**config.mk**
```make
export PLATFORM = sky130hd
export DESIGN_NAME = serial_bootstrap_loader
export DESIGN_NICKNAME = d
export VERILOG_FILES = /design/src/rtl/boot_loader_pkg.sv /design/src/rtl/serial_bootstrap_loader.sv /design/src/rtl/serial_rx.sv /design/src/rtl/serial_tx.sv
export VERILOG_INCLUDE_DIRS = /design/src /design/src/rtl
export SDC_FILE = /design/constraint.sdc
export NUM_CORES = 2
export LEC_CHECK = 0
export BUFFER_PORTS_ARGS = -buffer_cell sky130_fd_sc_hd__buf_2
export CORE_MARGIN = 10
export CORE_UTILIZATION = 50
export CTS_BUF_LIST = sky130_fd_sc_hd__clkbuf_2 sky130_fd_sc_hd__clkbuf_4 sky130_fd_sc_hd__clkbuf_8
export DETAILED_ROUTE_END_ITERATION = 7
export HOLD_SLACK_MARGIN = 0.12
export PLACE_DENSITY = 0.76
export SETUP_SLACK_MARGIN = 0.5
export SLEW_MARGIN = 40
export SYNTH_ARGS = -nofsm -noshare
export SYNTH_HDL_FRONTEND = slang
export SYNTH_HIERARCHICAL = 1
export SYNTH_SLANG_ARGS = --single-unit
```
**constraint.sdc**
```tcl
create_clock -name clock -period 23.6 [get_ports clock]
set_input_delay 4.72 -clock clock [delete_from_list [all_inputs] [get_ports clock]]
set_output_delay 4.72 -clock clock [all_outputs]
set_load 0.02 [all_outputs]
```
**src/rtl/boot_loader_map.svh**
```systemverilog
// offsets, field positions, reset values, codes and timing counts of the bootstrap loader
// assumes inclusion by bare name from design files
`ifndef BOOT_LOADER_MAP_SVH
`define BOOT_LOADER_MAP_SVH
// register byte offsets
`define REG_CTRL 12'h000
`define REG_STATUS 12'h004
`define REG_JUMP 12'h008
`define REG_STACK 12'h00c
`define REG_TIMER 12'h010
`define REG_COUNT 12'h014
// control field positions
`define CTRL_BOOT_ROM 0
`define CTRL_RESET_DIS 1
`define CTRL_EXPANDED 2
`define CTRL_FIXED_LEN 3
`define CTRL_WIRE_OR 4
`define CTRL_PRIV 5
`define CTRL_PROT_OFF 6
`define CTRL_RESET 7'h63
// first-character codes
`define CODE_RAM_JUMP 8'h55
`define CODE_EEPROM_JUMP 8'h00
// addresses handed to the core
`define ADDR_RAM_START 16'h0000
`define ADDR_EEPROM_START 16'hb600
`define RAM_TOP 16'h01ff
`define RAM_DEPTH 512
// timing
`define CLK_PERIOD_NS 8
`define BIT_TIME_NS 128008
`define BIT_CYCLES (`BIT_TIME_NS / `CLK_PERIOD_NS)
`define CHAR_BITS 10
`define IDLE_CHARS 4
`define MIN_START_CHARS 2
`define FIXED_LOAD_BYTES 256
`endif

```
**src/rtl/boot_loader_pkg.sv**
```systemverilog
// types shared by the bootstrap loader files
// assumes nothing of its surroundings
package boot_loader_pkg;
    typedef enum logic [2:0] {
        ST_BREAK = 3'b000,
        ST_FIRST = 3'b001,
        ST_LOAD = 3'b010,
        ST_WAIT = 3'b011,
        ST_RUN = 3'b100
    } state_t;
endpackage : boot_loader_pkg

```
**src/rtl/serial_bootstrap_loader.sv**
```systemverilog
// bootstrap serial loader: break at start, first-character decision, download into ram
// assumes one ahb-lite master, rxPin from outside, tx pin pulled up externally
`timescale 1ns/1ns
`include "boot_loader_map.svh"
module serial_bootstrap_loader #(
    parameter int BIT_CYCLES = `BIT_CYCLES,
    parameter int RAM_DEPTH = `RAM_DEPTH
) (
    // clock and reset
    input wire logic clock,
    input wire logic resetn,
    // ahb-lite slave
    input wire logic hsel,
    input wire logic [31:0] haddr,
    input wire logic [1:0] htrans,
    input wire logic hwrite,
    input wire logic [2:0] hsize,
    input wire logic [31:0] hwdata,
    input wire logic hready,
    output logic [31:0] hrdata,
    output logic hreadyout,
    output logic hresp,
    // serial pins
    input wire logic rxPin,
    output logic txPinOut,
    output logic txPinOeN,
    // state handed to the core
    output logic programStart,
    output logic [15:0] jumpAddr,
    output logic [15:0] stackPtr,
    output logic serialRxEnable,
    output logic serialTxEnable,
    output logic serialPinOwn,
    output logic wireOrMode,
    output logic bootRomMapEnable,
    output logic resetDisable,
    output logic expandedMode,
    output logic privilegedAccess,
    output logic protectSuspend
);
    localparam int AW = $clog2(RAM_DEPTH);
    localparam int BW = $clog2(BIT_CYCLES + 1);
    localparam logic [5:0] IDLE_BITS = 6'(`IDLE_CHARS * `CHAR_BITS);
    localparam logic [5:0] START_BITS = 6'(`MIN_START_CHARS * `CHAR_BITS);

    boot_loader_pkg::state_t state_r;
    logic [7:0] ram [RAM_DEPTH];
    logic [6:0] ctrl_r;
    logic [15:0] jumpAddr_r, stackPtr_r;
    logic [31:0] timer_r, rdMux;
    logic [AW:0] loadCount_r;
    logic [BW-1:0] bitDiv_r;
    logic [5:0] idleBits_r, elapsedBits_r;
    logic bitTick, started_r, rxEn_r, txEn_r, pinOwn_r;
    logic rxValid, rxBreak, txLine, txBusy;
    logic [7:0] rxData, echoData_r;
    logic txSend_r, txBreak_r, echoPending_r;
    logic addrPhase, wrPend_r, hready_r, hresp_r;
    logic [11:0] wrAddr_r;
    logic [31:0] hrdata_r;

    serial_rx #(.BIT_CYCLES(BIT_CYCLES)) rxUnit (
        .clock(clock),
        .resetn(resetn),
        .rxPin(rxPin),
        .rxValid(rxValid),
        .rxData(rxData),
        .rxBreak(rxBreak)
    );

    serial_tx #(.BIT_CYCLES(BIT_CYCLES)) txUnit (
        .clock(clock),
        .resetn(resetn),
        .send(txSend_r),
        .sendBreak(txBreak_r),
        .data(echoData_r),
        .line(txLine),
        .busy(txBusy)
    );

    // open drain: only ever pull low, pull-up is external
    assign txPinOut = 1'b0;
    assign txPinOeN = txLine;
    assign hrdata = hrdata_r;
    assign hreadyout = hready_r;
    assign hresp = hresp_r;
    assign programStart = started_r;
    assign jumpAddr = jumpAddr_r;
    assign stackPtr = stackPtr_r;
    assign serialRxEnable = rxEn_r;
    assign serialTxEnable = txEn_r;
    assign serialPinOwn = pinOwn_r;
    assign wireOrMode = ctrl_r[`CTRL_WIRE_OR];
    assign bootRomMapEnable = ctrl_r[`CTRL_BOOT_ROM];
    assign resetDisable = ctrl_r[`CTRL_RESET_DIS];
    assign expandedMode = ctrl_r[`CTRL_EXPANDED];
    assign privilegedAccess = ctrl_r[`CTRL_PRIV];
    assign protectSuspend = ctrl_r[`CTRL_PROT_OFF];

    // bit-time enable, free running from reset
    assign bitTick = bitDiv_r == BW'(BIT_CYCLES - 1);
    always_ff @(posedge clock or negedge resetn) begin
        if (!resetn) begin
            bitDiv_r <= '0;
        end else begin
            bitDiv_r <= bitTick ? '0 : bitDiv_r + 1'b1;
        end
    end

    // elapsed bit times since reset, saturating
    always_ff @(posedge clock or negedge resetn) begin
        if (!resetn) begin
            elapsedBits_r <= 6'h00;
        end else if (bitTick && elapsedBits_r < START_BITS) begin
            elapsedBits_r <= elapsedBits_r + 6'h01;
        end
    end

    // idle detector, only counts once the rate character moved us into loading
    always_ff @(posedge clock or negedge resetn) begin
        if (!resetn) begin
            idleBits_r <= 6'h00;
        end else if (state_r != boot_loader_pkg::ST_LOAD || rxValid) begin
            idleBits_r <= 6'h00;
        end else if (bitTick && idleBits_r < IDLE_BITS) begin
            idleBits_r <= idleBits_r + 6'h01;
        end
    end

    // free-running timer, never cleared on the way to the program
    always_ff @(posedge clock or negedge resetn) begin
        if (!resetn) begin
            timer_r <= 32'h0000_0000;
        end else begin
            timer_r <= timer_r + 32'h0000_0001;
        end
    end

    // loader sequence
    always_ff @(posedge clock or negedge resetn) begin
        if (!resetn) begin
            state_r <= boot_loader_pkg::ST_BREAK;
            jumpAddr_r <= `ADDR_RAM_START;
            stackPtr_r <= 16'h0000;
            loadCount_r <= '0;
            started_r <= 1'b0;
            rxEn_r <= 1'b0;
            txEn_r <= 1'b0;
            pinOwn_r <= 1'b0;
            txBreak_r <= 1'b0;
        end else begin
            txBreak_r <= 1'b0;
            case (state_r)
                boot_loader_pkg::ST_BREAK: begin
                    rxEn_r <= 1'b1;
                    txEn_r <= 1'b1;
                    pinOwn_r <= 1'b1;
                    txBreak_r <= 1'b1;
                    state_r <= boot_loader_pkg::ST_FIRST;
                end
                boot_loader_pkg::ST_FIRST: begin
                    if (rxValid) begin
                        if (rxBreak || rxData == `CODE_EEPROM_JUMP) begin
                            jumpAddr_r <= `ADDR_EEPROM_START;
                            state_r <= boot_loader_pkg::ST_WAIT;
                        end else if (rxData == `CODE_RAM_JUMP) begin
                            jumpAddr_r <= `ADDR_RAM_START;
                            state_r <= boot_loader_pkg::ST_WAIT;
                        end else begin
                            // any other character is taken as the rate character
                            jumpAddr_r <= `ADDR_RAM_START;
                            state_r <= boot_loader_pkg::ST_LOAD;
                        end
                    end
                end
                boot_loader_pkg::ST_LOAD: begin
                    if (rxValid) begin
                        loadCount_r <= loadCount_r + 1'b1;
                        if ((ctrl_r[`CTRL_FIXED_LEN] && loadCount_r == (AW+1)'(`FIXED_LOAD_BYTES - 1))
                            || loadCount_r == (AW+1)'(RAM_DEPTH - 1)) begin
                            state_r <= boot_loader_pkg::ST_WAIT;
                        end
                    end else if (!ctrl_r[`CTRL_FIXED_LEN] && idleBits_r == IDLE_BITS) begin
                        state_r <= boot_loader_pkg::ST_WAIT;
                    end
                end
                boot_loader_pkg::ST_WAIT: begin
                    // let the last echo drain and the minimum start delay pass
                    if (elapsedBits_r == START_BITS && !txBusy && !echoPending_r && !txSend_r) begin
                        stackPtr_r <= `RAM_TOP;
                        started_r <= 1'b1;
                        state_r <= boot_loader_pkg::ST_RUN;
                    end
                end
                boot_loader_pkg::ST_RUN: begin
                    state_r <= boot_loader_pkg::ST_RUN;
                end
                default: begin
                    state_r <= boot_loader_pkg::ST_BREAK;
                end
            endcase
        end
    end

    // download store, ram needs no reset
    always_ff @(posedge clock) begin
        if (state_r == boot_loader_pkg::ST_LOAD && rxValid) begin
            ram[loadCount_r[AW-1:0]] <= rxData;
        end
    end

    // echo path: one holding byte; a new byte wins over the drain in the same cycle
    always_ff @(posedge clock or negedge resetn) begin
        if (!resetn) begin
            echoPending_r <= 1'b0;
            echoData_r <= 8'h00;
            txSend_r <= 1'b0;
        end else begin
            txSend_r <= 1'b0;
            if (echoPending_r && !txBusy && !txSend_r && !txBreak_r) begin
                txSend_r <= 1'b1;
                echoPending_r <= 1'b0;
            end
            if (state_r == boot_loader_pkg::ST_LOAD && rxValid) begin
                echoPending_r <= 1'b1;
                echoData_r <= rxData;
            end
        end
    end

    // mode control; loader forces open-drain, software may rewrite every bit
    always_ff @(posedge clock or negedge resetn) begin
        if (!resetn) begin
            ctrl_r <= `CTRL_RESET;
        end else begin
            if (wrPend_r && wrAddr_r == `REG_CTRL) begin
                ctrl_r <= hwdata[6:0];
            end
            if (state_r == boot_loader_pkg::ST_BREAK) begin
                ctrl_r[`CTRL_WIRE_OR] <= 1'b1;
            end
        end
    end

    // read decode
    always_comb begin
        rdMux = 32'h0000_0000;
        if (haddr[11]) begin
            rdMux = {24'h000000, ram[haddr[AW+1:2]]};
        end else if (haddr[11:0] == `REG_CTRL) begin
            rdMux = {25'h0000000, ctrl_r};
        end else if (haddr[11:0] == `REG_STATUS) begin
            rdMux = {25'h0000000, started_r, pinOwn_r, txEn_r, rxEn_r, state_r};
        end else if (haddr[11:0] == `REG_JUMP) begin
            rdMux = {16'h0000, jumpAddr_r};
        end else if (haddr[11:0] == `REG_STACK) begin
            rdMux = {16'h0000, stackPtr_r};
        end else if (haddr[11:0] == `REG_TIMER) begin
            rdMux = timer_r;
        end else if (haddr[11:0] == `REG_COUNT) begin
            rdMux = 32'(loadCount_r);
        end
    end

    // ahb-lite: zero wait, read data captured at the address phase, write at data phase
    assign addrPhase = hsel && htrans[1] && hready;
    always_ff @(posedge clock or negedge resetn) begin
        if (!resetn) begin
            wrPend_r <= 1'b0;
            wrAddr_r <= 12'h000;
            hrdata_r <= 32'h0000_0000;
            hready_r <= 1'b1;
            hresp_r <= 1'b0;
        end else begin
            wrPend_r <= addrPhase && hwrite;
            wrAddr_r <= haddr[11:0];
            hrdata_r <= (addrPhase && !hwrite) ? rdMux : 32'h0000_0000;
            hready_r <= 1'b1;
            hresp_r <= 1'b0;
        end
    end
endmodule : serial_bootstrap_loader

```
**src/rtl/serial_rx.sv**
```systemverilog
// async serial receiver, 8n1, lsb first, mid-bit sampling
// assumes rxPin is asynchronous to clock
`timescale 1ns/1ns
module serial_rx #(
    parameter int BIT_CYCLES = 16001
) (
    // clock and reset
    input wire logic clock,
    input wire logic resetn,
    // line and result
    input wire logic rxPin,
    output logic rxValid,
    output logic [7:0] rxData,
    output logic rxBreak
);
    localparam int CW = $clog2(BIT_CYCLES + 1);
    logic rxMeta_r, rxSync_r, rxPrev_r, busy_r;
    logic [CW-1:0] cnt_r;
    logic [3:0] bitIdx_r;
    logic [7:0] shift_r;

    // two-stage synchroniser, then edge history
    // cleared low: a pin held low from reset must never look like a falling edge
    always_ff @(posedge clock or negedge resetn) begin
        if (!resetn) begin
            rxMeta_r <= 1'b0;
            rxSync_r <= 1'b0;
            rxPrev_r <= 1'b0;
        end else begin
            rxMeta_r <= rxPin;
            rxSync_r <= rxMeta_r;
            rxPrev_r <= rxSync_r;
        end
    end

    // frame only starts on a falling edge, so a line stuck low yields nothing
    always_ff @(posedge clock or negedge resetn) begin
        if (!resetn) begin
            busy_r <= 1'b0;
            cnt_r <= '0;
            bitIdx_r <= 4'h0;
            shift_r <= 8'h00;
            rxValid <= 1'b0;
            rxData <= 8'h00;
            rxBreak <= 1'b0;
        end else begin
            rxValid <= 1'b0;
            if (!busy_r) begin
                if (rxPrev_r && !rxSync_r) begin
                    busy_r <= 1'b1;
                    cnt_r <= CW'(BIT_CYCLES / 2);
                    bitIdx_r <= 4'h0;
                end
            end else if (cnt_r != '0) begin
                cnt_r <= cnt_r - 1'b1;
            end else begin
                cnt_r <= CW'(BIT_CYCLES - 1);
                bitIdx_r <= bitIdx_r + 4'h1;
                if (bitIdx_r == 4'h0 && rxSync_r) begin
                    busy_r <= 1'b0; // glitch, not a start bit
                end else if (bitIdx_r == 4'h9) begin
                    busy_r <= 1'b0;
                    rxValid <= 1'b1;
                    rxData <= shift_r;
                    rxBreak <= !rxSync_r && shift_r == 8'h00;
                end else if (bitIdx_r != 4'h0) begin
                    shift_r <= {rxSync_r, shift_r[7:1]};
                end
            end
        end
    end
endmodule : serial_rx

```
**src/rtl/serial_tx.sv**
```systemverilog
// async serial transmitter, 8n1 frames or a ten-bit break
// assumes send and sendBreak are single pulses given while not busy
`timescale 1ns/1ns
module serial_tx #(
    parameter int BIT_CYCLES = 16001
) (
    // clock and reset
    input wire logic clock,
    input wire logic resetn,
    // request
    input wire logic send,
    input wire logic sendBreak,
    input wire logic [7:0] data,
    // line
    output logic line,
    output logic busy
);
    localparam int CW = $clog2(BIT_CYCLES + 1);
    logic [CW-1:0] cnt_r;
    logic [9:0] shift_r;
    logic [3:0] left_r;

    assign busy = left_r != 4'h0;

    // shift out lsb first; a break is simply an all-zero frame
    always_ff @(posedge clock or negedge resetn) begin
        if (!resetn) begin
            cnt_r <= '0;
            shift_r <= 10'h3ff;
            left_r <= 4'h0;
            line <= 1'b1;
        end else if (!busy && (send || sendBreak)) begin
            shift_r <= sendBreak ? 10'h000 : {1'b1, data, 1'b0};
            left_r <= 4'ha;
            cnt_r <= CW'(BIT_CYCLES - 1);
            line <= 1'b1;
        end else if (busy) begin
            line <= shift_r[0];
            if (cnt_r != '0) begin
                cnt_r <= cnt_r - 1'b1;
            end else begin
                cnt_r <= CW'(BIT_CYCLES - 1);
                shift_r <= {1'b1, shift_r[9:1]};
                left_r <= left_r - 4'h1;
                if (left_r == 4'h1) begin
                    line <= 1'b1;
                end
            end
        end
    end
endmodule : serial_tx

```
* After elaboration in Yosys (flattened, before gate mapping)
Memories as Yosys holds them, arrays and structs flattened.
Cells that the tools add are included.
** Storage, ports and cells
- Bits in writable memories :: 4096
- Output and inout bits :: 78
- Register bits after elaboration :: 222
- Word-level logic and storage cells :: 183
- Memories :: 1
** Cells by class
- Bitwise logic cells :: 3
- Reductions and logical operators :: 54
- Add/subtract/negate cells :: 9
- Equal/unequal tests :: 24
- Order comparisons :: 2
- Muxes and demuxes :: 57
** Memory list
- ram :: words 512, bits a word 8, rd ports 1, clocked after Yosys merged registers in 0, wr ports 1, line serial_bootstrap_loader.sv:47 : logic [7:0] ram [RAM_DEPTH];
** Operators with widths (count)
- $mux 32 :: 7
- $mux 14 :: 7
- $mux 10 :: 5
- $add 32x1->32 const B :: 1
- $reduce_bool 14->1 :: 2
- $sub 14x1->14 const B :: 2
- $eq 12x4->1 const B :: 2
- $eq 12x5->1 const B :: 2
- $logic_not 12->1 :: 2
- $mux 4 :: 6
- $mux 1 :: 22
- $logic_and 1x1->1 :: 20
- $logic_not 8->1 :: 2
- $mux 16 :: 1
- $mux 3 :: 5
- $pmux 3 s5 :: 1
- $add 14x1->14 const B :: 1
- $eq 14x14->1 const B :: 1
- $add 6x1->6 const B :: 2
- $eq 12x3->1 const B :: 1
- $mux 6 :: 2
- $add 10x1->10 const B :: 1
- $eq 10x8->1 const B :: 1
- $eq 10x9->1 const B :: 1
- other kinds (27) :: 52

* Depth between registers and ports, before layout
- Depth in word-level cells :: 9
- Gate-level depth with buffers :: 14
- Mapped depth without buffers :: 9

* By module
Netlist, hierarchy kept.
** Modules (own cells, without submodules)
- serial_bootstrap_loader :: cells each 7786, sequential area each 126431.3 um^2, area an instance 164649.2 um^2, times used 1
- serial_rx :: cells each 157, sequential area each 1001.0 um^2, area an instance 1873.0 um^2, times used 1
- serial_tx :: cells each 164, sequential area each 739.5 um^2, area an instance 1615.3 um^2, times used 1

* Least setup slack after synthesis
OpenSTA, ideal clock, no wires.
- Path kind :: register -> register
- Start point :: register rxUnit.rxData[0]
- End point :: register state_r[0]
- Clock period less this slack :: 7582 ps
- Cell stages (with the launch flop) :: 6
- Arrival :: 7457 ps
- Library setup time :: 125 ps
- Slack :: 16018 ps
- Path buffers :: 0
- Cell sequence :: dfrtp_1 nor4_1 o21ai_0 a21oi_1 o21ba_2 mux2_2
** Between the ends
- Word-level cells in the longest chain between the ends :: 5
- Elaborated cells on any way between the ends :: 7
- Classes of those cells :: 1 x eq/ne; 4 x mux; 2 x reduce/logical
** Ends and longest elaborated chain
- start: declaration :: line serial_rx.sv:13 : output logic [7:0] rxData,
- start signal: assignment :: line serial_rx.sv:64 : rxData <= shift_r;
- $eq 8x7->1 (no source line) / $logic_not 8->1 (equally long branches)
- $mux 1 / $logic_or 1x1->1 (equally long branches)
- $mux 1 * :: line serial_bootstrap_loader.sv:163 : if (rxBreak || rxData == `CODE_EEPROM_JUMP) begin
- $mux 3 * :: line serial_bootstrap_loader.sv:162 : if (rxValid) begin
- $pmux 3 s5 * :: line serial_bootstrap_loader.sv:153 : case (state_r)
- end signal: assignment :: line serial_bootstrap_loader.sv:159 : state_r <= boot_loader_pkg::ST_FIRST;
- end signal: assignment :: line serial_bootstrap_loader.sv:165 : state_r <= boot_loader_pkg::ST_WAIT;
- end signal: assignment :: line serial_bootstrap_loader.sv:168 : state_r <= boot_loader_pkg::ST_WAIT;
- end: declaration :: line serial_bootstrap_loader.sv:46 : boot_loader_pkg::state_t state_r;
Mark *: on every way between the ends. The rest lies on a longest branch, timed or not. The select of a mux whose other input is x is not followed.
A chain may end at the register's enable or synchronous reset.

* Worst setup path in the final report
- Start point :: input haddr[3]
- End point :: register hrdata_r[1], in the netlist hrdata[1]
** Between the ends
- Word-level cells in the longest chain between the ends :: 9
- Elaborated cells on any way between the ends :: 15
- Classes of those cells :: 5 x eq/ne; 8 x mux; 1 x reduce/logical; 1 x memory
** Ends and longest elaborated chain
- start: declaration :: line serial_bootstrap_loader.sv:14 : input wire logic [31:0] haddr,
- parallel branches: the longest is 7 deep, another holds $mem_v2 512x8
- $mux 32 * :: line serial_bootstrap_loader.sv:248 : if (haddr[11]) begin
- $mux 32 * :: line serial_bootstrap_loader.sv:277 : hrdata_r <= (addrPhase && !hwrite) ? rdMux : 32'h0000_0000;
- end signal: assignment :: line serial_bootstrap_loader.sv:277
- end: declaration :: line serial_bootstrap_loader.sv:60 : logic [31:0] hrdata_r;
Every way passes the cells marked *.

==> results.yml <==
sta:
  final_max_slew_viol_count: 0
  post-route-min-period_ns: 9.471
  worst_pin_slew_ns: 0.9757
  skew_ns: 0.1057
  period_share_pct: 40.13
  setup_tns_ns: 0
  setup_violations: 0
  fmax_ghz: 0.1056
  relSlewSlack_pct: 34.56
  rsz0062_at_grt: "no"
  hold_violations: 0
worst_setup_path:
  cp_common_cell: "buf_4"
  start_kind: "primary input"
  path_max_fanout: 94
  crit_required_ns: 24.53
  cp_top_family: "buffers and inverters"
  cp-end-kind: "flip-flop"
  crit_type: "primary input to flip-flop"
  crit_buf_inv: 5
  max_stage_delay_ns: 0.78
  crit_arrival_ns: 10.40
  crit_slowest_cell: "buf_4"
  worstPathCellList: "buf_8 > buf_4 > buf_12 > buf_4 > buf_4 > mux4_2 > o22ai_1 > nor3_1 > nor2_1 > o41ai_1 > o21ai_1 > a211oi_1"
synth:
  ys_warn_count: 6
  synth-compound-area-share_pct: 2.594
  synth_top_flop_cell: "edfxtp_1"
  yosysSeqAreaShare_pct: 76.23
  synth_fa_ha_area_share_pct: 0.1339
  ys_ff_latch: 4302
  synth_edf_count: 4096
  synth_simple_gate_area_share_pct: 3.363
  synthXorXnorAreaFrac_pct: 0.3125
  async_flop_share_pct: 4.788
  synth_cell_types: 93
  postSynthCellCount: 8107
  synth_top_family_by_area: "multiplexers"
  synth_area_per_cell_um2: 20.74
  muxShareOfSynthArea_pct: 15.45
  synth_area_um2: 168100
outcome:
  violations: "DRC"
  outcome: "finished, violations left"
floorplan:
  die_y_um: 599.9
  boundaryPins: 153
  start_util_pct: 50.31
  core_um2: 334200
  die-area_um2: 359900
  row_count: 212
  die_x_um: 599.9
routing:
  drc: 1
  drt_iter0_drc: 14530
  wl_per_cell_um: 33.81
  via_count: 88510
  wl_mm: 453.9
  ant_nets: 0
  drt-vias-per-instance: 6.594
  drtPass1Iterations: 8
clock_tree:
  cts_tree: "yes"
  ctsRootBufferMaster: "clkbuf_8"
  cts_resized: 0
  path_clk_slew_ns: 0.07
  clock-sinks: 4302
  holdBufCountCts: 0
  htreeDepth: 6
  cts_buffers: 647
  clk_path_buf_depth: 4
  insertion_delay_ns: 1.14
  cts_setup_buffers: 0
placement:
  place.gp.congestion: 0.8857
  placed_area_um2: 173400
  port_buffers: 82
  hpwl_mm: 270.5
power:
  p_leak_nw: 48.30
  ir_drop_mv: 0.05898
  p_per_area_nw_per_um2: 78.70
grt:
  grt_antenna_before_repair: 28
  grt_pass1_vias: 87400
  grt_pass1_wl_mm: 642.8
  grt_max_degree: 206
  grt_usage_pct: 24.72
  grt_overflow_total: 0
cells_and_area:
  syn2layout_area_growth_pct: 11.04
  nFillCells: 23620
  drive_above_1_share_pct: 29.09
  final_area_um2: 186700
  finalNetCount: 8625
job:
  maxCapViolCount: 0
worst_hold_path:
  min_path_type: "flip-flop to flip-flop"
[Yosys cell counts, types with 39 or more instances]
| cell type | n | area share (%) |
|---|---|---|
| edfxtp_1 | 4096 | 73 |
| mux4_2 | 1036 | 14 |
| nor2_1 | 619 | 1.4 |
| nand2_1 | 222 | 0.50 |
| clkbuf_1 | 221 | 0.49 |
| mux2i_1 | 215 | 1.3 |
| dfrtp_1 | 191 | 2.8 |
| a22oi_1 | 131 | 0.58 |
| nand3_1 | 118 | 0.35 |
| buf_4 | 108 | 0.48 |
| o22ai_1 | 97 | 0.36 |
| buf_2 | 88 | 0.26 |
| a21oi_1 | 84 | 0.25 |
| o21ai_0 | 71 | 0.21 |
| buf_6 | 47 | 0.31 |
| mux2_2 | 44 | 0.29 |
| xnor2_1 | 42 | 0.22 |
| a31oi_1 | 41 | 0.15 |
| inv_1 | 41 | 0.092 |
| nand4_1 | 40 | 0.15 |
| and2_1 | 39 | 0.15 |
[registers in the layout (all words and copies together) (netlist names), 12 cells and up]
signal,count
bitDiv_r,14
hrdata,32
ram,4096
rxUnit/cnt_r,14
timer_r,32
txUnit/cnt_r,14
wrAddr_r,12
[final timing paths]
| path | cells after the start | end | from | slack (ns) |
|---|---|---|---|---|
| max | 12 | hrdata[1] | haddr[3] | 14.13 |
| min | 0 | rxUnit/rxSync_r | rxUnit/rxMeta_r | 0.35 |
| max reg2reg | 6 | ram[309][3] | state_r[1] | 18.76 |
| min reg2reg | 0 | rxUnit/rxSync_r | rxUnit/rxMeta_r | 0.35 |
| max in group asynchronous | 2 | rxUnit/rxData[3] | resetn | 18.87 |
| min in group asynchronous | 1 | hrdata[10] | resetn | 3.60 |
[area by class of cell]
class | instances | area [um2] | share of cell area, %
Clock buffer | 863 | 10600 | 5.675
Sequential cell | 4302 | 128200 | 68.67
Tap cell | 4387 | 5489 | 2.940
Multi-Input combinational cell | 3265 | 37770 | 20.23
Antenna cell | 18 | 45.04 | 0.02413
Timing Repair Buffer | 272 | 2492 | 1.335
Inverter | 44 | 176.4 | 0.09449
Clock inverter | 272 | 1927 | 1.032
[stage by stage]
| stage | hold slack (ns) | util, % | setup WS, ns | total power, mW | cells |
|---|---|---|---|---|---|
| global route | 0.3544 | 55.85 | 13.78 | 15.06 | 13410 |
| CTS | 0.3512 | 55.62 | 13.78 | 14.69 | 13390 |
| global placement | 0.3504 | 51.76 | 12.79 | 8.831 | 12250 |
| detailed placement | 0.3435 | 51.87 | 12.66 | 8.839 | 12260 |
| finish | 0.3490 | 55.86 | 14.13 | 14.69 | 13420 |
| floorplan | 0.3312 | - | 16.02 | 8.680 | 8126 |
[layer usage]
| metal | up-vias | GRT usage, % | wire length, um | share of wire [%] |
|---|---|---|---|---|
| met2 | 7192 | 37.30 | 210300 | 46 |
| met1 | 45640 | 32.16 | 152200 | 34 |
| met5 | - | 0 | 200 | 0.044 |
| met3 | 1212 | 8.246 | 64590 | 14 |
| li1 | 34460 | - | - | - |
| met4 | 13 | 13.09 | 26590 | 5.9 |
[kinds of logic after synthesis]
kind of cell               count (synthesis)
DFF                                     4302
buffers and inverters                    559
adders and majority gates                 18
muxes                                   1295
xor gates and xnor gates                  60
other                                      2
and+or+nand+nor                         1242
AOI/OAI and AO/OA                        629
[cell usage in the layout (no fill, tap or decap), types with 36 or more instances in the layout]
master and n:
nor2_1 447, nand2_1 217, o21ai_0 68, a31oi_1 40, xnor2_1 42, a21oi_1 83, edfxtp_1 4096, nand3_1 101
clkbuf_8 661, buf_4 119, nor2_2 165, mux2i_1 215, clkbuf_4 207, clkinv_1 150, buf_2 76, nand4_1 40
and2_1 36, dfrtp_1 183, mux2_2 44, a22oi_1 131, clkinv_2 55, mux4_2 1036, o22ai_1 96, inv_1 39
buf_6 37
[power breakdown]
group          leakage [nW]  total [mW]  internal [mW]  switching (mW)
combinational          10.9       0.431          0.133           0.298
clock                  6.59        6.00           3.11            2.89
sequential             30.8        8.26           8.24          0.0172
[worst reg2reg max path, delay by kind of cell, from the launching register on]
| family | cells | cell delay (ns) |
|---|---|---|
| buffers and inverters | 2 | 1.29 |
| and+or+nand+nor | 4 | 2.48 |
| DFF | 1 | 0.71 |
Power figures use the tool's default switching activity.
